<file path="config.mk">
export PLATFORM = sky130hd
export DESIGN_NAME = cdfr_top
export DESIGN_NICKNAME = d
export VERILOG_FILES = /design/src/logic/cdfr_pkg.sv /design/src/logic/cdfr_fifo.sv /design/src/logic/cdfr_top.sv
export VERILOG_INCLUDE_DIRS = /design/src /design/src/logic
export SDC_FILE = /design/constraint.sdc
export NUM_CORES = 1
export LEC_CHECK = 0
export BUFFER_PORTS_ARGS = -buffer_cell sky130_fd_sc_hd__buf_2
export CAP_MARGIN = 25
export CORE_AREA = 4 4 144 160
export CTS_CLUSTER_DIAMETER = 30
export CTS_CLUSTER_SIZE = 12
export DETAILED_ROUTE_END_ITERATION = 6
export DIE_AREA = 0 0 148 164
export GPL_TIMING_DRIVEN = 0
export PLACE_DENSITY = 0.57
export SETUP_SLACK_MARGIN = 0.2
export SYNTH_ARGS = -nofsm -noshare
export SYNTH_HDL_FRONTEND = slang
export SYNTH_HIERARCHICAL = 1
export SYNTH_SLANG_ARGS = --single-unit
</file>
<file path="constraint.sdc">
create_clock -name ref_clk -period 3.39 [get_ports ref_clk]
set_input_delay 0.678 -clock ref_clk [delete_from_list [all_inputs] [get_ports ref_clk]]
set_output_delay 0.678 -clock ref_clk [all_outputs]
set_load 0.02 [all_outputs]
</file>
<file path="src/logic/cdfr_map.svh">
// register offsets, field positions and reset values of the caption fifo readout
`ifndef CDFR_MAP_SVH
`define CDFR_MAP_SVH

`define CDFR_ADDR_W          4
`define CDFR_OFS_BYTE        4'h0
`define CDFR_OFS_STATUS      4'h4
`define CDFR_OFS_IRQ_STAT    4'h8
`define CDFR_OFS_IRQ_CLR     4'hC

// irq enable sits at the status offset of the second page
`define CDFR_OFS_IRQ_EN_IDX  4'h4

`define CDFR_ST_AVAIL        0
`define CDFR_ST_OVF          1
`define CDFR_ST_KIND         2
`define CDFR_ST_HALF         3
`define CDFR_ST_CAP_EN       4
`define CDFR_ST_EXT_EN       5
`define CDFR_ST_HALF_FULL    6
`define CDFR_ST_CTRL_RST     2'h0

`define CDFR_EV_HALF_FULL    0
`define CDFR_EV_OVF          1
`define CDFR_EV_ARRIVE       2
`define CDFR_EV_W            3
`define CDFR_EV_RST          3'h0

`define CDFR_DATA_W          8
`define CDFR_DEPTH           16

`endif

</file>
<file path="src/logic/cdfr_pkg.sv">
// types of the caption fifo readout
`default_nettype none
package cdfr_pkg;

   typedef enum logic [1:0] {
      CDFR_BUS_IDLE = 2'b00,
      CDFR_BUS_ACK  = 2'b01
   } cdfr_bus_state_t;

   typedef enum logic [0:0] {
      CDFR_KIND_CAPTION = 1'b0,
      CDFR_KIND_EXTDATA = 1'b1
   } cdfr_kind_t;

endpackage : cdfr_pkg
`default_nettype wire

</file>
<file path="src/logic/cdfr_fifo.sv">
// show-ahead fifo with read priority and overflow tracking
`timescale 1ns/1ps
`default_nettype none
module cdfr_fifo #(
   parameter int WIDTH = 10,
   parameter int DEPTH = 16
) (
   input  wire logic             clk,        // clock
   input  wire logic             resetn,     // async reset, active low
   input  wire logic             flush,      // discard all entries
   input  wire logic             push,       // write request
   input  wire logic [WIDTH-1:0] push_data,  // write entry
   input  wire logic             pop,        // read request
   output logic      [WIDTH-1:0] head_data,  // oldest entry
   output logic                  empty,      // no entry held
   output logic                  full,       // no room
   output logic                  half_full,  // at least depth/2 held
   output logic                  overflow    // entry lost while full
);
   localparam int AW = $clog2(DEPTH);

   initial begin
      if (DEPTH < 2 || (1 << AW) != DEPTH || WIDTH < 1) begin
         $error("cdfr_fifo: depth must be a power of two of at least 2");
      end
   end

   logic [WIDTH-1:0] mem [DEPTH];
   logic [AW-1:0]    rd_ptr_reg;
   logic [AW-1:0]    wr_ptr_reg;
   logic [AW:0]      count_reg;
   logic             ovf_reg;
   logic             do_pop;
   logic             do_push;

   assign empty     = (count_reg == '0);
   assign full      = (count_reg == (AW+1)'(DEPTH));
   assign half_full = (count_reg >= (AW+1)'(DEPTH / 2));
   assign head_data = mem[rd_ptr_reg];
   assign overflow  = ovf_reg;

   assign do_pop  = pop & ~empty;
   assign do_push = push & ~full;

   always_ff @(posedge clk) begin
      if (do_push) begin
         mem[wr_ptr_reg] <= push_data;
      end
   end

   always_ff @(posedge clk or negedge resetn) begin
      if (!resetn) begin
         rd_ptr_reg <= '0;
         wr_ptr_reg <= '0;
         count_reg  <= '0;
      end else if (flush) begin
         rd_ptr_reg <= '0;
         wr_ptr_reg <= '0;
         count_reg  <= '0;
      end else begin
         if (do_pop) begin
            rd_ptr_reg <= rd_ptr_reg + 1'b1;
         end
         if (do_push) begin
            wr_ptr_reg <= wr_ptr_reg + 1'b1;
         end
         if (do_push && !do_pop) begin
            count_reg <= count_reg + 1'b1;
         end else if (do_pop && !do_push) begin
            count_reg <= count_reg - 1'b1;
         end
      end
   end

   // a write lost in the same cycle as a read keeps the flag
   always_ff @(posedge clk or negedge resetn) begin
      if (!resetn) begin
         ovf_reg <= 1'b0;
      end else if (flush) begin
         ovf_reg <= 1'b0;
      end else if (push && full) begin
         ovf_reg <= 1'b1;
      end else if (do_pop) begin
         ovf_reg <= 1'b0;
      end
   end

endmodule : cdfr_fifo
`default_nettype wire

</file>
<file path="src/logic/cdfr_top.sv">
// caption and extended data byte fifo with avalon-mm register readout
`timescale 1ns/1ps
`default_nettype none
`include "cdfr_map.svh"

module cdfr_top #(
   parameter int DATA_W = `CDFR_DATA_W,
   parameter int DEPTH  = `CDFR_DEPTH
) (
   input  wire logic                   ref_clk,            // 125 MHz clock
   input  wire logic                   resetn,             // async reset, active low
   input  wire logic [`CDFR_ADDR_W-1:0] avs_address,       // byte address
   input  wire logic                   avs_read,           // read request
   input  wire logic                   avs_write,          // write request
   input  wire logic [31:0]            avs_writedata,      // write data
   input  wire logic [3:0]             avs_byteenable,     // byte lanes
   input  wire logic                   avs_irq_en_sel,     // selects irq enable page
   output logic      [31:0]            avs_readdata,       // read data
   output logic                        avs_waitrequest,    // stall
   input  wire logic                   dec_valid,          // decoder byte strobe
   input  wire logic [DATA_W-1:0]      dec_byte,           // decoded byte with parity
   input  wire logic                   dec_kind,           // 1 extended data, 0 caption
   input  wire logic                   dec_half,           // 1 high byte, 0 low byte
   output logic                        caption_ready_irq,  // level interrupt
   output logic                        fifo_overflow       // overflow flag copy
);
   localparam int EW = DATA_W + 2;

   initial begin
      if (DATA_W < 1 || DATA_W > 24) begin
         $error("cdfr_top: data width must be 1 to 24");
      end
   end

   cdfr_pkg::cdfr_bus_state_t bus_state_reg;
   logic                   waitreq_reg;
   logic [31:0]            rdata_reg;
   logic [1:0]             cap_en_reg;
   logic [`CDFR_EV_W-1:0]  ev_stat_reg;
   logic [`CDFR_EV_W-1:0]  ev_en_reg;
   logic [`CDFR_EV_W-1:0]  ev_set;
   logic                   irq_reg;
   logic                   ovf_out_reg;
   logic                   half_full_q_reg;
   logic                   empty_q_reg;
   logic                   pop_armed_reg;

   logic                   fifo_flush;
   logic                   fifo_push;
   logic                   fifo_pop;
   logic [EW-1:0]          push_entry;
   logic [EW-1:0]          head_entry;
   logic                   fifo_empty;
   logic                   fifo_full;
   logic                   fifo_half;
   logic                   fifo_ovf;
   logic                   rd_done;
   logic                   wr_done;
   logic                   kind_enabled;
   logic [31:0]            status_word;
   logic [31:0]            rdata_next;

   // ---------------- fifo ----------------
   assign fifo_flush = (cap_en_reg == 2'h0);
   assign kind_enabled = dec_kind ? cap_en_reg[1] : cap_en_reg[0];
   assign fifo_push  = dec_valid & kind_enabled & ~fifo_flush;
   assign push_entry = {dec_kind, dec_half, dec_byte};

   // one pop per accepted read of the byte offset while not empty, aligned to the edge the master samples
   assign rd_done  = (bus_state_reg == cdfr_pkg::CDFR_BUS_ACK) & avs_read;
   assign wr_done  = (bus_state_reg == cdfr_pkg::CDFR_BUS_ACK) & avs_write;
   assign fifo_pop = rd_done & pop_armed_reg;

   cdfr_fifo #(
      .WIDTH (EW),
      .DEPTH (DEPTH)
   ) u_fifo (
      .clk       (ref_clk),
      .resetn    (resetn),
      .flush     (fifo_flush),
      .push      (fifo_push),
      .push_data (push_entry),
      .pop       (fifo_pop),
      .head_data (head_entry),
      .empty     (fifo_empty),
      .full      (fifo_full),
      .half_full (fifo_half),
      .overflow  (fifo_ovf)
   );

   // ---------------- status word ----------------
   always_comb begin
      status_word                     = 32'h0000_0000;
      status_word[`CDFR_ST_AVAIL]     = ~fifo_empty;
      status_word[`CDFR_ST_OVF]       = fifo_ovf;
      status_word[`CDFR_ST_KIND]      = fifo_empty ? 1'b0 : head_entry[EW-1];
      status_word[`CDFR_ST_HALF]      = fifo_empty ? 1'b0 : head_entry[EW-2];
      status_word[`CDFR_ST_CAP_EN]    = cap_en_reg[0];
      status_word[`CDFR_ST_EXT_EN]    = cap_en_reg[1];
      status_word[`CDFR_ST_HALF_FULL] = fifo_half;
   end

   // ---------------- bus slave ----------------
   // every access answers on the second edge: waitrequest low one cycle
   always_ff @(posedge ref_clk or negedge resetn) begin
      if (!resetn) begin
         bus_state_reg <= cdfr_pkg::CDFR_BUS_IDLE;
         waitreq_reg   <= 1'b1;
      end else begin
         case (bus_state_reg)
            cdfr_pkg::CDFR_BUS_IDLE: begin
               if (avs_read || avs_write) begin
                  bus_state_reg <= cdfr_pkg::CDFR_BUS_ACK;
                  waitreq_reg   <= 1'b0;
               end
            end
            cdfr_pkg::CDFR_BUS_ACK: begin
               bus_state_reg <= cdfr_pkg::CDFR_BUS_IDLE;
               waitreq_reg   <= 1'b1;
            end
            default: begin
               bus_state_reg <= cdfr_pkg::CDFR_BUS_IDLE;
               waitreq_reg   <= 1'b1;
            end
         endcase
      end
   end

   // read data captured from the live head, so a fresh byte is seen at once
   always_comb begin
      rdata_next = 32'h0000_0000;
      if (avs_irq_en_sel) begin
         if (avs_address == `CDFR_OFS_IRQ_EN_IDX) begin
            rdata_next[`CDFR_EV_W-1:0] = ev_en_reg;
         end
      end else if (avs_address == `CDFR_OFS_BYTE) begin
         if (!fifo_empty) begin
            rdata_next[DATA_W-1:0] = head_entry[DATA_W-1:0];
         end
      end else if (avs_address == `CDFR_OFS_STATUS) begin
         rdata_next = status_word;
      end else if (avs_address == `CDFR_OFS_IRQ_STAT) begin
         rdata_next[`CDFR_EV_W-1:0] = ev_stat_reg;
      end
   end

   always_ff @(posedge ref_clk or negedge resetn) begin
      if (!resetn) begin
         rdata_reg <= 32'h0000_0000;
      end else if (bus_state_reg == cdfr_pkg::CDFR_BUS_IDLE && avs_read) begin
         rdata_reg <= rdata_next;
      end else begin
         rdata_reg <= 32'h0000_0000;
      end
   end

   // a read taken while empty returns 0 and must not pop a byte landing meanwhile
   always_ff @(posedge ref_clk or negedge resetn) begin
      if (!resetn) begin
         pop_armed_reg <= 1'b0;
      end else if (bus_state_reg == cdfr_pkg::CDFR_BUS_IDLE && avs_read) begin
         pop_armed_reg <= ~fifo_empty & ~avs_irq_en_sel
                          & (avs_address == `CDFR_OFS_BYTE);
      end else begin
         pop_armed_reg <= 1'b0;
      end
   end

   // control bits: capture enables
   always_ff @(posedge ref_clk or negedge resetn) begin
      if (!resetn) begin
         cap_en_reg <= `CDFR_ST_CTRL_RST;
      end else if (wr_done && !avs_irq_en_sel && avs_address == `CDFR_OFS_STATUS
                   && avs_byteenable[0]) begin
         cap_en_reg <= {avs_writedata[`CDFR_ST_EXT_EN], avs_writedata[`CDFR_ST_CAP_EN]};
      end
   end

   // irq enable register
   always_ff @(posedge ref_clk or negedge resetn) begin
      if (!resetn) begin
         ev_en_reg <= `CDFR_EV_RST;
      end else if (wr_done && avs_irq_en_sel && avs_address == `CDFR_OFS_IRQ_EN_IDX
                   && avs_byteenable[0]) begin
         ev_en_reg <= avs_writedata[`CDFR_EV_W-1:0];
      end
   end

   // ---------------- events and interrupt ----------------
   always_ff @(posedge ref_clk or negedge resetn) begin
      if (!resetn) begin
         half_full_q_reg <= 1'b0;
         empty_q_reg     <= 1'b1;
      end else begin
         half_full_q_reg <= fifo_half;
         empty_q_reg     <= fifo_empty;
      end
   end

   always_comb begin
      ev_set                     = '0;
      ev_set[`CDFR_EV_HALF_FULL] = fifo_half & ~half_full_q_reg;
      ev_set[`CDFR_EV_OVF]       = fifo_push & fifo_full;
      ev_set[`CDFR_EV_ARRIVE]    = ~fifo_empty & empty_q_reg;
   end

   // sticky status, set wins over a clear in the same cycle
   always_ff @(posedge ref_clk or negedge resetn) begin
      if (!resetn) begin
         ev_stat_reg <= `CDFR_EV_RST;
      end else if (wr_done && !avs_irq_en_sel && avs_address == `CDFR_OFS_IRQ_CLR
                   && avs_byteenable[0]) begin
         ev_stat_reg <= (ev_stat_reg & ~avs_writedata[`CDFR_EV_W-1:0]) | ev_set;
      end else begin
         ev_stat_reg <= ev_stat_reg | ev_set;
      end
   end

   always_ff @(posedge ref_clk or negedge resetn) begin
      if (!resetn) begin
         irq_reg     <= 1'b0;
         ovf_out_reg <= 1'b0;
      end else begin
         irq_reg     <= |(ev_stat_reg & ev_en_reg);
         ovf_out_reg <= fifo_ovf;
      end
   end

   assign avs_readdata      = rdata_reg;
   assign avs_waitrequest   = waitreq_reg;
   assign caption_ready_irq = irq_reg;
   assign fifo_overflow     = ovf_out_reg;

endmodule : cdfr_top
`default_nettype wire
</file>
== After elaboration in Yosys (flattened, before gate mapping) ==
Memory sizes are Yosys's and may differ from the RTL's.
Index checks and enable logic that the tools add are counted.

* Add/subtract/negate cells: 4
* Multipliers: 0
* Divide/modulo/power cells: 0
* Order comparisons: 1
* Equal/unequal tests: 6
* Shift operators: 0
* Mux-type cells: 30
* Bitwise logic cells: 22
* Reduce and logical (&&, ||, !) cells: 25

{| class="wikitable"
|+ Operator list
! cell !! number
|-
| $mux W32 || 1
|-
| $mux W29 || 1
|-
| $mux W4 || 5
|-
| $mux W8 || 2
|-
| $mux W3 || 5
|-
| $mux W5 || 3
|-
| $and A1 B1 Y1 || 12
|-
| $logic_and A1 B1 Y1 || 12
|-
| $mux W1 || 11
|-
| $add A4 B1 Y4 const B || 2
|-
| $eq A4 B4 Y1 const B || 2
|-
| $and A3 B3 Y3 || 2
|-
| $or A3 B3 Y3 || 2
|-
| $reduce_bool A3 Y1 || 2
|-
| $add A5 B1 Y5 const B || 1
|-
| $eq A5 B5 Y1 const B || 1
|-
| $ge A5 B4 Y1 const B || 1
|-
| $logic_not A5 Y1 || 1
|-
| $not A1 Y1 || 5
|-
| $sub A5 B1 Y5 const B || 1
|-
| $eq A4 B3 Y1 const B || 1
|-
| $logic_not A2 Y1 || 2
|-
| $logic_not A4 Y1 || 1
|-
| $mux W2 || 2
|-
| other kinds (7) || 10
|}

* Flip-flop bits (word level): 62
* Latch bits: 0
* Bits in writable memories: 160
* Bits in read-only memories: 0
* Input bits: 56
* Output and inout bits: 35
* Logic and storage cells: 104
* Memories kept: 1

{| class="wikitable"
|+ Memory list
! memory !! depth !! bits a word !! read ports !! clocked after Yosys merged registers in !! wr ports !! RTL line !! source
|-
| u_fifo.mem || 16 || 10 || 1 || 0 || 1 || cdfr_fifo.sv:28 || <nowiki>logic [WIDTH-1:0] mem [DEPTH];</nowiki>
|}

== Logic depth before layout (Yosys ltp) ==
Gate-level depths: netlist (run 1).

* Depth in word-level cells: 9
* Depth in mapped cells: 11
* Gate-level depth less buffers: 10

== Hierarchy ==
Netlist (run 1), hierarchy kept.

{| class="wikitable"
|+ By module, submodules not included
! module !! instances !! cells an instance !! area an instance (um^2) !! sequential area each (um^2)
|-
| cdfr_fifo || 1 || 343 || 7166.9 || 5154.9
|-
| cdfr_top || 1 || 115 || 1246.2 || 578.1
|}

== Worst setup path before layout (run 1) ==
No wires, ideal clock.

* Kind: input-to-reg
* From: input dec_kind
* To: register u_fifo.count_reg[4]
* Setup time: 82 ps
* Arrival time: 3056 ps
* Required time: 3308 ps
* Setup slack: 251 ps
* Stages: 11
* Path buffers: 1
* Cell sequence: mux2i_1 > nor2b_1 > clkbuf_1 > inv_1 > a21oi_1 > nand2_1 > fa_1 > a21o_1 > a2111oi_0 > o21ai_0 > a31oi_1

* Cells in the longest elaborated chain, start to end: 7
* Elaborated cells on any way between the ends: 10

{| class="wikitable"
|+ RTL lines
! element !! RTL line !! source
|-
| from (decl) || cdfr_top.sv:22 || <nowiki>input wire logic dec_kind,</nowiki>
|-
| $mux W1 (*) || cdfr_top.sv:65 || <nowiki>assign kind_enabled = dec_kind ? cap_en_reg[1] : cap_en_reg[0];</nowiki>
|-
| $and A1 B1 Y1 (*) (2 in a row) || cdfr_top.sv:66 || <nowiki>assign fifo_push = dec_valid & kind_enabled & ~fifo_flush;</nowiki>
|-
| net fifo_push || cdfr_top.sv:49 || <nowiki>logic fifo_push;</nowiki>
|-
| $and A1 B1 Y1 (*) || cdfr_fifo.sv:43 || <nowiki>assign do_push = push & ~full;</nowiki>
|-
| $logic_and A1 B1 Y1 / $logic_not A1 Y1 (equally long branches) || cdfr_fifo.sv:67, cdfr_fifo.sv:69 ||
|-
| $mux W5 / $logic_and A1 B1 Y1 (equally long branches) || cdfr_fifo.sv:67, cdfr_fifo.sv:69 ||
|-
| $mux W5 / $reduce_bool A3 Y1 (equally long branches) || n/a ||
|-
| to (signal assigned) || cdfr_fifo.sv:68 || <nowiki>count_reg <= count_reg + 1'b1;</nowiki>
|-
| to (signal assigned) || cdfr_fifo.sv:70 || <nowiki>count_reg <= count_reg - 1'b1;</nowiki>
|-
| to (decl) || cdfr_fifo.sv:31 || <nowiki>logic [AW:0] count_reg;</nowiki>
|}

Mark *: on every way through the listed nets, which the timed path passes. The rest lies on a longest branch.
A chain may end at the register's enable or synchronous reset.

== Final worst setup path (run 1) ==
Same ends and word-level chain as after synthesis.

==> results of run 1 <==
==> report_power, final <==
part / leakage, nW / switching, mW / internal [mW] / total, mW
registers: 1.93 / 0.0309 / 2.65 / 2.69
clock network: 0.289 / 0.911 / 1.11 / 2.02
logic: 1.27 / 0.226 / 0.126 / 0.353
total: 3.49 / 1.17 / 3.89 / 5.06
==> cell type report <==
class | count | area [um^2] | share of cell area (%)
sequential | 197 | 5733 | 58.44
clock inverter | 15 | 168.9 | 1.722
inverter | 11 | 41.29 | 0.4209
clock buffer | 17 | 425.4 | 4.336
multi-input combinational | 228 | 2431 | 24.78
timing repair buffer | 48 | 319.1 | 3.252
buffer | 45 | 329.1 | 3.354
tap | 290 | 362.8 | 3.699
==> final timing paths <==
check / to / depth (start not counted)
worst max-delay path: u_fifo/count_reg[4]$_DFFE_PN0P_ / 12
worst min-delay path: u_fifo/count_reg[2]$_DFFE_PN0P_ / 1
worst max register to register: u_fifo/count_reg[4]$_DFFE_PN0P_ / 11
worst min register to register: fifo_overflow$_DFF_PN0_ / 0
max in group asynchronous: u_fifo/rd_ptr_reg[0]$_DFFE_PN0P_ / 1
min in group ref_clk: fifo_overflow$_DFF_PN0_ / 0
==> layout by cell type, fill, tap and decap left out, drive strengths merged, types with 3 or more instances in the layout <==
master,count
a211oi,4
a21o,3
a21oi,7
a22o,3
a22oi,4
buf,86
clkbuf,24
clkinv,6
conb,24
dfrtp,35
edfxtp,160
ha,9
inv,17
mux2,8
mux2i,6
mux4,50
nand2,11
nand2b,4
nand3,9
nand4,3
nor2,36
nor3,8
nor4b,3
o211ai,3
xnor2,4
xor2,3
==> per-layer routing <==
metal  vias to the layer above  global-route usage, %  routed length, um  part of all wire (%)
met1                      2242                  19.18               7251                    42
li1                       1972                      -                  -                     -
met5                         -                      0                  0                     0
met2                       138                  25.84               9063                    52
met3                        19                  3.201                859                   4.9
met4                         0                  4.620                270                   1.5
==> timing repair <==
action,CTS,global route
gates resized for setup,2,3
endpoints found under the setup margin,42,11
hold endpoints to repair,0,0
==> cell families after synthesis <==
logic type,Yosys count
flip-flops,197
adder cells (fa/ha/maj),10
AND/OR/NAND/NOR,85
buffers and inverters,56
other,1
multiplexers,64
AO/OA/AOI/OAI,38
XOR/XNOR,7
==> through the flow <==
step	instances	setup TNS, ns	utilization [%]
2_1_floorplan	481	0	-
3_3_place_gp	805	-68.61	42.40
3_5_place_dp	816	-22.30	43.08
4_1_cts	848	0	45.89
5_1_grt	851	0	46.06
6_report	851	0	46.06
==> reports/results.ini, run 1 <==
[status]
outcome=finished clean

[yosys]
synth.top_cell.area_share_pct=57.11
compound_gate_fraction_of_synth_area_pct=3.510
ys_dominant_reg_cell=sky130_fd_sc_hd__edfxtp_1
synth.largest_area_cell=sky130_fd_sc_hd__edfxtp_1
ys_async_sr_fraction_pct=18.78
synth-adder-area-share_pct=1.576
synth_seq_area_share_pct=68.14
muxShareOfSynthArea_pct=16.15
synth.area.top_cells=sky130_fd_sc_hd__edfxtp_1 57%, sky130_fd_sc_hd__dfrtp_1 10%, sky130_fd_sc_hd__mux4_2 7.5%, sky130_fd_sc_hd__mux4_1 6.9%, sky130_fd_sc_hd__buf_4 2.2%
synthSimpleGateAreaFrac_pct=5.458
synth_top_family_by_area=multiplexers
synth-warning-count=6
postSynthCellCount=458
synth-seq-cells=197
synth-edff-count=160
cell_with_the_most_instances_after_synthesis=sky130_fd_sc_hd__edfxtp_1
post_synth_xor_area_fraction_pct=0.7287
synthTopCellsByCount=160 x sky130_fd_sc_hd__edfxtp_1, 36 x sky130_fd_sc_hd__nor2_1, 35 x sky130_fd_sc_hd__dfrtp_1, 28 x sky130_fd_sc_hd__mux4_2, 25 x sky130_fd_sc_hd__buf_4
synth_area_per_cell_um2=18.37
yosysUniqueCellTypes=59
syn-cell-area_um2=8413

[place]
placement.cell_area_um2=9176
port_buffers=34
gp_congestion=0.8322
post_detail_place_hpwl_mm=12.12
pre_cts_ws_ns=-0.5519

[cells_and_area]
post_route_cells_drive_above_1_share_pct=30.30
diodes=0
flow.area_growth_from_synthesis_pct=16.61
largest_reg_flops=160
final_nets=614
num-fill-cells=1855
final_area_um2=9811

[sta]
clock_skew_ns=0.01189
worst_hold_slack_ns=0.3530
worst_pin_slew_ns=1.065
setup_viol=0
slew_headroom_pct=28.73
timing.final.crit_share_pct=86.32
final.min_clock_period_ns=2.926
maxClockFrequency_mhz=341.7
report.final.hold_viol_count=0
finalWorstSetupSlack_ns=0.4639
rsz_0062_raised_after_global_routing=no
maxSlewViolCount=0

[clock_network]
clock_tree.buffer_depth=2
ctsHtreeMaxLevel=4
worst_skew_pair.late_latency_ns=0.43
tritoncts=yes
cts_inserted_buffers=17
cts_setup_buffers=0
hold_buffers=0
path_clk_slew_ns=0.07
cts.sinks=197
clk_root_buffer_cell=sky130_fd_sc_hd__clkbuf_16

[global_route]
global_route.usage.total_pct=15.01
global_route_wire_length_before_repair_mm=26.72
first_global_vias=4431
grt_start_max_net_pins=38
grt-ovfl-total=0
antenna_violations_before_repair=0

[critical_path]
timing.reg2reg.setup_slack_ns=0.58
crit_type=primary input to flip-flop
cp_max_fo=17
crit_slowest_cell=sky130_fd_sc_hd__fa_1
cp-end-kind=flip-flop
cp_slowest_stage_delay_ns=0.46
required_ns=3.74
kind_of_start_point_of_the_critical_path=primary input
timing.critical_path.arrival_ns=3.27
timing.critical_path.buf_inv=3
cp_top_family=compound AO/OA/AOI/OAI gates
timing.rr.start=cap_en_reg[1]$_DFFE_PN0P_
cp_cell_sequence=clkbuf_4 > mux2i_1 > nor2b_1 > clkbuf_2 > inv_1 > a21oi_4 > nand2_2 > fa_1 > a21o_1 > a2111oi_0 > o21ai_0 > a31oi_1
cp-startpoint=dec_kind

[power_and_ir_drop]
post_layout_power_mw=5.055
power_density_nw_per_um2=515.3
irDropWorstVdd_uv=327.4
power.static_leakage_nw=3.488

[floorplanning]
die_w_um=148
die_y_um=164
initial_cell_density_of_the_core_pct=39.50
core.rowCount=56
dieArea_um2=24270
core_area_um2=21300
io_pins=91

[min_path]
hp-class=primary input to async pin

[route]
vias_per_cell=5.136
postRouteWirelength_mm=17.45
first_pass_iters=5
drt_iter0_drc=259
route.detailed.drc=0
detail-route-antenna-nets=0
routed-via-count=4371
routed_wire_length_per_instance_um=20.50

[flow_run]
max-cap-violations=0

No activity file was read; power rests on OpenSTA's default activity.
==> run 2: changes to the inputs <==
--- a/config.mk
+++ b/config.mk
@@ -6,13 +6,14 @@
 export SDC_FILE = /design/constraint.sdc
 export NUM_CORES = 1
 export LEC_CHECK = 0
+export ABC_AREA = 1
 export BUFFER_PORTS_ARGS = -buffer_cell sky130_fd_sc_hd__buf_2
 export CAP_MARGIN = 25
-export CORE_AREA = 4 4 144 160
+export CORE_AREA = 4 4 145 161
 export CTS_CLUSTER_DIAMETER = 30
 export CTS_CLUSTER_SIZE = 12
 export DETAILED_ROUTE_END_ITERATION = 6
-export DIE_AREA = 0 0 148 164
+export DIE_AREA = 0 0 149 165
 export GPL_TIMING_DRIVEN = 0
 export PLACE_DENSITY = 0.57
 export SETUP_SLACK_MARGIN = 0.2
==> run 2 against run 1 <==
  * Register-to-register slack improved by 0.23 ns
  * Clock power about the same
  * First-iteration DRC count up 81%
  * Critical endpoint is now u_fifo/mem[2][5]$_DFFE_PP_
  * Largest power group unchanged
==> reports/results.ini, run 2 <==
[cells_and_area]
mostFrequentLayoutCells=160 x sky130_fd_sc_hd__edfxtp_1, 139 x sky130_fd_sc_hd__nor2_1, 86 x sky130_fd_sc_hd__o21ai_0, 69 x sky130_fd_sc_hd__nand2_1, 47 x sky130_fd_sc_hd__buf_2
post-route-util_pct=44.88  ; -1.2 points
largest_reg_flops=160  ; unchanged
flow.area_growth_from_synthesis_pct=14.53
diodes=0  ; unchanged
post_route_cells_drive_above_1_share_pct=16.88  ; -13 points
most_frequent_standard_cell_in_the_layout_excluding_fill_and_tap_cells=sky130_fd_sc_hd__edfxtp_1
final_nets=895  ; +46%

[critical_path]
crit_type=primary input to flip-flop
crit_slowest_cell=sky130_fd_sc_hd__nor2_1
rr_worst_depth=6  ; -5
timing.rr.start=cap_en_reg[0]$_DFFE_PN0P_
timing.critical_path.buf_inv=2  ; -1
critical_register_to_register_path_endpoint=u_fifo/mem[2][5]$_DFFE_PP_
cp_top_family=simple AND/OR/NAND/NOR gates
cp_max_fo=18  ; +1
cp-end-kind=flip-flop
cp_cell_sequence=buf_2 > o21ai_0 > a21oi_1 > nand2_4 > inv_4 > nand2_1 > nor2_1
cp_slowest_stage_delay_ns=0.80  ; +0.34 ns
required_ns=3.44  ; -0.30 ns
timing.critical_path.arrival_ns=2.83  ; -0.44 ns
timing.reg2reg.setup_slack_ns=0.81  ; +0.23 ns
kind_of_start_point_of_the_critical_path=primary input

[yosys]
synth-adder-area-share_pct=1.551  ; -0.026 points
muxShareOfSynthArea_pct=0  ; -16 points
synth-edff-count=160  ; unchanged
synth-warning-count=6  ; unchanged
synth.largest_area_cell=sky130_fd_sc_hd__edfxtp_1
synthSimpleGateAreaFrac_pct=13.75  ; +8.3 points
postSynthCellCount=749  ; +64%
synth-seq-cells=197  ; unchanged
synth_seq_area_share_pct=67.04  ; -1.1 points
ys_async_sr_fraction_pct=18.78  ; unchanged
yosysUniqueCellTypes=39  ; -34%
post_synth_xor_area_fraction_pct=0.2048  ; -0.52 points
compound_gate_fraction_of_synth_area_pct=11.09  ; +7.6 points
synthTopCellsByCount=160 x sky130_fd_sc_hd__edfxtp_1, 139 x sky130_fd_sc_hd__nor2_1, 86 x sky130_fd_sc_hd__o21ai_0, 69 x sky130_fd_sc_hd__nand2_1, 42 x sky130_fd_sc_hd__inv_1
cell_with_the_most_instances_after_synthesis=sky130_fd_sc_hd__edfxtp_1
syn-cell-area_um2=8552  ; +1.7%
ys_dominant_reg_cell=sky130_fd_sc_hd__edfxtp_1
synth_top_family_by_area=simple AND/OR/NAND/NOR gates
synth_area_per_cell_um2=11.42  ; -38%
synth.area.top_cells=sky130_fd_sc_hd__edfxtp_1 56%, sky130_fd_sc_hd__dfrtp_1 10%, sky130_fd_sc_hd__nor2_1 6.1%, sky130_fd_sc_hd__o21ai_0 5.0%, sky130_fd_sc_hd__o211ai_1 3.6%
synth.top_cell.area_share_pct=56.18  ; -0.93 points

[route]
routed-via-count=5687  ; +30%
vias_per_cell=5.006  ; -2.5%
routed_wire_length_per_instance_um=18.27  ; -11%
detail-route-antenna-nets=0  ; unchanged
first_pass_iters=5  ; unchanged
drt_iter0_drc=470  ; +81%
route.detailed.drc=0  ; unchanged
postRouteWirelength_mm=20.75  ; +19%

[power_and_ir_drop]
irDropWorstVdd_uv=406.9  ; +24%
power.static_leakage_nw=3.750  ; +7.5%
power_density_nw_per_um2=638.1  ; +24%

[floorplanning]
io_pins=91  ; unchanged
die_y_um=165  ; +0.61%
initial_cell_density_of_the_core_pct=39.19  ; -0.31 points
core.rowCount=57  ; +1.8%
dieArea_um2=24590  ; +1.3%
die_w_um=149  ; +0.68%
core_area_um2=21820  ; +2.5%

[global_route]
global_route_wire_length_before_repair_mm=31.77  ; +19%
antenna_violations_before_repair=0  ; unchanged
first_global_vias=5518  ; +25%
grt-ovfl-total=0  ; unchanged
global_route.usage.total_pct=17.33  ; +2.3 points
grt_start_max_net_pins=38  ; unchanged

[sta]
timing.final.crit_share_pct=81.81  ; -4.5 points
final.min_clock_period_ns=2.773  ; -0.1527 ns
setup_viol=0  ; unchanged
clock_skew_ns=0.009991  ; -0.001897 ns
report.final.hold_viol_count=0  ; unchanged
final.setup.tns_ns=0  ; unchanged
rsz_0062_raised_after_global_routing=no
worst_pin_slew_ns=0.9978  ; -0.06738 ns
maxClockFrequency_mhz=360.6  ; +5.5%
maxSlewViolCount=0  ; unchanged
slew_headroom_pct=33.24  ; +4.5 points
worst_hold_slack_ns=0.3477  ; -0.005294 ns

[flow_run]
max-cap-violations=0  ; unchanged

[place]
gp_congestion=0.9453  ; +14%
port_buffers=36  ; +5.9%
post_detail_place_hpwl_mm=14.67  ; +21%

[clock_network]
cts-resized-gates=0  ; -2
clock_tree.buffer_depth=2  ; unchanged
worst_skew_pair.late_latency_ns=0.43  ; about the same
clk_root_buffer_cell=sky130_fd_sc_hd__clkbuf_16
cts.sinks=197  ; unchanged
cts_setup_buffers=0  ; unchanged
path_clk_slew_ns=0.07  ; about the same
cts_inserted_buffers=17  ; unchanged
hold_buffers=0  ; unchanged
ctsHtreeMaxLevel=4  ; unchanged
tritoncts=yes

[status]
outcome=finished clean

[min_path]
hp-class=primary input to async pin

## run 2: cell types whose count changed after synthesis, sizes merged, moves of 21 or more
| cell | change |
|---|---|
| a21oi | +21 |
| inv | +34 |
| mux4 | -50 |
| nand2 | +68 |
| nand3 | +27 |
| nor2 | +108 |
| o211ai | +38 |
| o21ai | +89 |
## run 2: layout make-up
type / instances / area, um^2
buffer: 58 / 360.3
inverter: 46 / 180.2
fill: 2044 / 12030
multi-input combinational: 471 / 2365
timing repair buffer: 38 / 195.2
clock buffer: 17 / 425.4
clock inverter: 14 / 166.4
tap: 295 / 369.1
sequential: 197 / 5733
## run 2: worst max path at each step
| stage | from | end | slack [ns] | cells after the start |
|---|---|---|---|---|
| finish | dec_kind | u_fifo/mem[2][5]$_DFFE_PP_ | 0.62 | 7 |
| global route | dec_kind | u_fifo/mem[5][7]$_DFFE_PP_ | 0.45 | 7 |
| CTS | dec_kind | u_fifo/mem[8][3]$_DFFE_PP_ | 0.44 | 7 |
| detailed placement | dec_kind | u_fifo/mem[8][8]$_DFFE_PP_ | -0.04 | 7 |
| global placement | dec_kind | u_fifo/mem[9][5]$_DFFE_PP_ | 0.03 | 7 |
| floorplan | dec_valid | u_fifo/count_reg[4]$_DFFE_PN0P_ | 1.08 | 14 |
## run 2: per-stage QoR
stage	cells	instance area, um^2	power [mW]	setup WS, ns
6_report	1136	9794	6.250	0.6166
5_1_grt	1136	9794	6.581	0.4476
4_1_cts	1135	9787	6.297	0.4387
3_5_place_dp	1104	9195	4.264	-0.03543
3_3_place_gp	1103	9188	4.242	0.03395
2_1_floorplan	772	8638	3.831	1.075
## run 2: cell families after synthesis
logic type / count (synthesis)
adders and majority gates: 10
buffers and inverters: 104
AOI/OAI and AO/OA: 164
xor gates and xnor gates: 2
other: 1
and+or+nand+nor: 271
DFF: 197
## run 2: per-layer routing
metal	part of all wire (%)	track usage, %
met5	0	0
met4	1.9	5.327
met3	6.3	4.336
met2	48	28.73
met1	44	22.55
## run 2: where the power goes
group | switching, mW | internal (mW) | leakage, nW | total [mW]
registers | 0.112 | 2.81 | 1.91 | 2.92
clock network | 0.923 | 1.11 | 0.292 | 2.03
logic | 0.872 | 0.421 | 1.55 | 1.29
total | 1.91 | 4.34 | 3.75 | 6.25
==> run 3: changes to the inputs <==
==> constraint.sdc (replaced) <==
create_clock -name ref_clk -period 2.9 [get_ports ref_clk]
set_input_delay 0.58 -clock ref_clk [delete_from_list [all_inputs] [get_ports ref_clk]]
set_output_delay 0.58 -clock ref_clk [all_outputs]
set_load 0.02 [all_outputs]
==> run 3 against run 2 <==
  * Via count barely moved
  * Die area unchanged
  * Sequential share of layout area decreased by 0.082 points
  * Design area grew 0.14%
  * Clock-buffer cell count unchanged
  * Sequential power up 17%
  * Critical path depth unchanged
  * Sequential cell count stayed put
  * Core utilization is 0.063 points higher
==> reports/results.ini, run 3 (synthesized netlist as in run 2, its figures left out) <==
[cells_and_area]
most_frequent_standard_cell_in_the_layout_excluding_fill_and_tap_cells=sky130_fd_sc_hd__edfxtp_1
final_nets=894  ; -0.11%
flow.area_growth_from_synthesis_pct=14.69
largest_reg_flops=160  ; unchanged
diodes=0  ; unchanged
num-fill-cells=2046  ; +0.098%
mostFrequentLayoutCells=160 x sky130_fd_sc_hd__edfxtp_1, 132 x sky130_fd_sc_hd__nor2_1, 86 x sky130_fd_sc_hd__o21ai_0, 69 x sky130_fd_sc_hd__nand2_1, 47 x sky130_fd_sc_hd__buf_2
final_cells=1135  ; -0.088%
post_route_cells_drive_above_1_share_pct=17.74  ; +0.85 points

[sta]
rsz_0062_raised_after_global_routing=no
setup_viol=0  ; unchanged
slew_headroom_pct=32.20  ; -1.0 points
final.min_clock_period_ns=2.582
clock_skew_ns=0.01059  ; +0.0006023 ns
timing.final.crit_share_pct=89.03
maxSlewViolCount=0  ; unchanged
final.setup.tns_ns=0  ; unchanged
worst_pin_slew_ns=1.013  ; +0.01549 ns
report.final.hold_viol_count=0  ; unchanged
maxClockFrequency_mhz=387.3

[flow_run]
max-cap-violations=0  ; unchanged

[critical_path]
required_ns=2.95  ; -0.49 ns
cp-end-kind=flip-flop
rr_worst_depth=6  ; unchanged
timing.critical_path.arrival_ns=2.64  ; -0.19 ns
critical_register_to_register_path_endpoint=u_fifo/mem[2][5]$_DFFE_PP_
timing.rr.start=cap_en_reg[0]$_DFFE_PN0P_
kind_of_start_point_of_the_critical_path=primary input
crit_type=primary input to flip-flop
timing.reg2reg.setup_slack_ns=0.42  ; -0.39 ns
cp_max_fo=18  ; unchanged

[floorplanning]
die_y_um=165  ; unchanged
core_area_um2=21820  ; unchanged
core.rowCount=57  ; unchanged
dieArea_um2=24590  ; unchanged
io_pins=91  ; unchanged
die_w_um=149  ; unchanged
initial_cell_density_of_the_core_pct=39.19  ; unchanged

[clock_network]
cts_setup_buffers=0  ; unchanged
worst_skew_pair.late_latency_ns=0.43  ; about the same
clock_tree.buffer_depth=2  ; unchanged
clk_root_buffer_cell=sky130_fd_sc_hd__clkbuf_16
tritoncts=yes
ctsHtreeMaxLevel=4  ; unchanged
cts.sinks=197  ; unchanged
path_clk_slew_ns=0.07  ; about the same
cts_inserted_buffers=17  ; unchanged

[min_path]
hp-class=primary input to async pin

[route]
first_pass_iters=7  ; +2
vias_per_cell=5.011  ; +0.11%
postRouteWirelength_mm=20.77  ; about the same
route.detailed.drc=0  ; unchanged
routed-via-count=5688  ; +0.018%
drt_iter0_drc=403  ; -14%
detail-route-antenna-nets=0  ; unchanged
routed_wire_length_per_instance_um=18.30  ; +0.18%

[global_route]
antenna_violations_before_repair=0  ; unchanged
first_global_vias=5518  ; unchanged
grt_start_max_net_pins=38  ; unchanged
grt-ovfl-total=0  ; unchanged
global_route_wire_length_before_repair_mm=31.77  ; unchanged
global_route.usage.total_pct=17.33  ; unchanged

[place]
dp.cells=1104  ; unchanged
gp_congestion=0.9453  ; unchanged
post_detail_place_hpwl_mm=14.67  ; unchanged
port_buffers=36  ; unchanged

[power_and_ir_drop]
power.static_leakage_nw=3.743  ; -0.19%
power_density_nw_per_um2=746.4  ; +17%
irDropWorstVdd_uv=479.6  ; +18%
internal_power_mw=5.077  ; +17%
switching_power_mw=2.243  ; +18%
swShare_pct=30.64  ; +0.13 points
clkPwrFrac_pct=32.5  ; about the same
p_seq_share_pct=46.7  ; about the same
combinational_share_of_power_pct=20.8  ; about the same

[status]
outcome=finished clean

-- run 3: worst max-delay path, cell delays in order --
cell and delay (ns):
sky130_fd_sc_hd__buf_2 0.33, sky130_fd_sc_hd__o21ai_0 0.16, sky130_fd_sc_hd__a21oi_2 0.29, sky130_fd_sc_hd__nand2_4 0.13, sky130_fd_sc_hd__inv_4 0.12, sky130_fd_sc_hd__nand2_1 0.18
sky130_fd_sc_hd__nor2_1 0.82
-- run 3: worst max-delay path by stage --
stage               from                         endpoint  slack [ns]  depth (start not counted)
3_3_place_gp    dec_kind       u_fifo/mem[9][5]$_DFFE_PP_       -0.36                          7
3_5_place_dp    dec_kind       u_fifo/mem[8][8]$_DFFE_PP_       -0.43                          7
4_1_cts         dec_kind       u_fifo/mem[2][4]$_DFFE_PP_        0.20                          7
2_1_floorplan  dec_valid  u_fifo/count_reg[4]$_DFFE_PN0P_        0.68                         14
6_report        dec_kind       u_fifo/mem[2][5]$_DFFE_PP_        0.32                          7
5_1_grt         dec_kind       u_fifo/mem[2][5]$_DFFE_PP_        0.19                          7
-- run 3: per-layer routing --
layer	vias up	GRT usage, %	wire (um)
li1	2731	-	-
met1	2754	22.55	9045
met2	177	28.73	9930
met3	26	4.336	1408
met4	0	5.327	384
met5	-	0	0
-- run 3: final cells by class --
cell class              instances  area (um^2)  share of cell area, %
plain buffers                  58        360.3                  3.674
clock buffers                  17        425.4                  4.337
clock inverters                14        166.4                  1.697
inverters                      46        180.2                  1.837
multi-input cells             471         2386                  24.33
flip-flops and latches        197         5733                  58.45
well taps                     295        369.1                  3.763
repair buffers                 37        187.7                  1.914
-- run 3: power by group through the flow --
stage | Clock, mW | Sequential, mW | Combinational, mW
2_1_floorplan | 0 | 3.46 | 1.02
3_3_place_gp | 0 | 3.47 | 1.49
3_5_place_dp | 0 | 3.48 | 1.51
4_1_cts | 2.43 | 3.42 | 1.52
5_1_grt | 2.55 | 3.44 | 1.72
6_report | 2.38 | 3.42 | 1.53
-- run 3: per-stage QoR --
stage	area, um^2	util, %	worst slack [ns]	hold WS [ns]	total power, mW
2_1_floorplan	8638	-	0.6834	0.2844	4.478
3_3_place_gp	9188	42.10	-0.3581	0.4018	4.959
3_5_place_dp	9195	42.13	-0.4274	0.4174	4.984
4_1_cts	9792	44.87	0.2026	0.2775	7.364
5_1_grt	9808	44.94	0.1938	0.3012	7.706
6_report	9808	44.94	0.3181	0.2497	7.320
-- run 3: what timing repair did --
action | in CTS | in global routing
resized for setup | 2 | 6
setup endpoints to repair | 20 | 122
hold buffers | 0 | 0
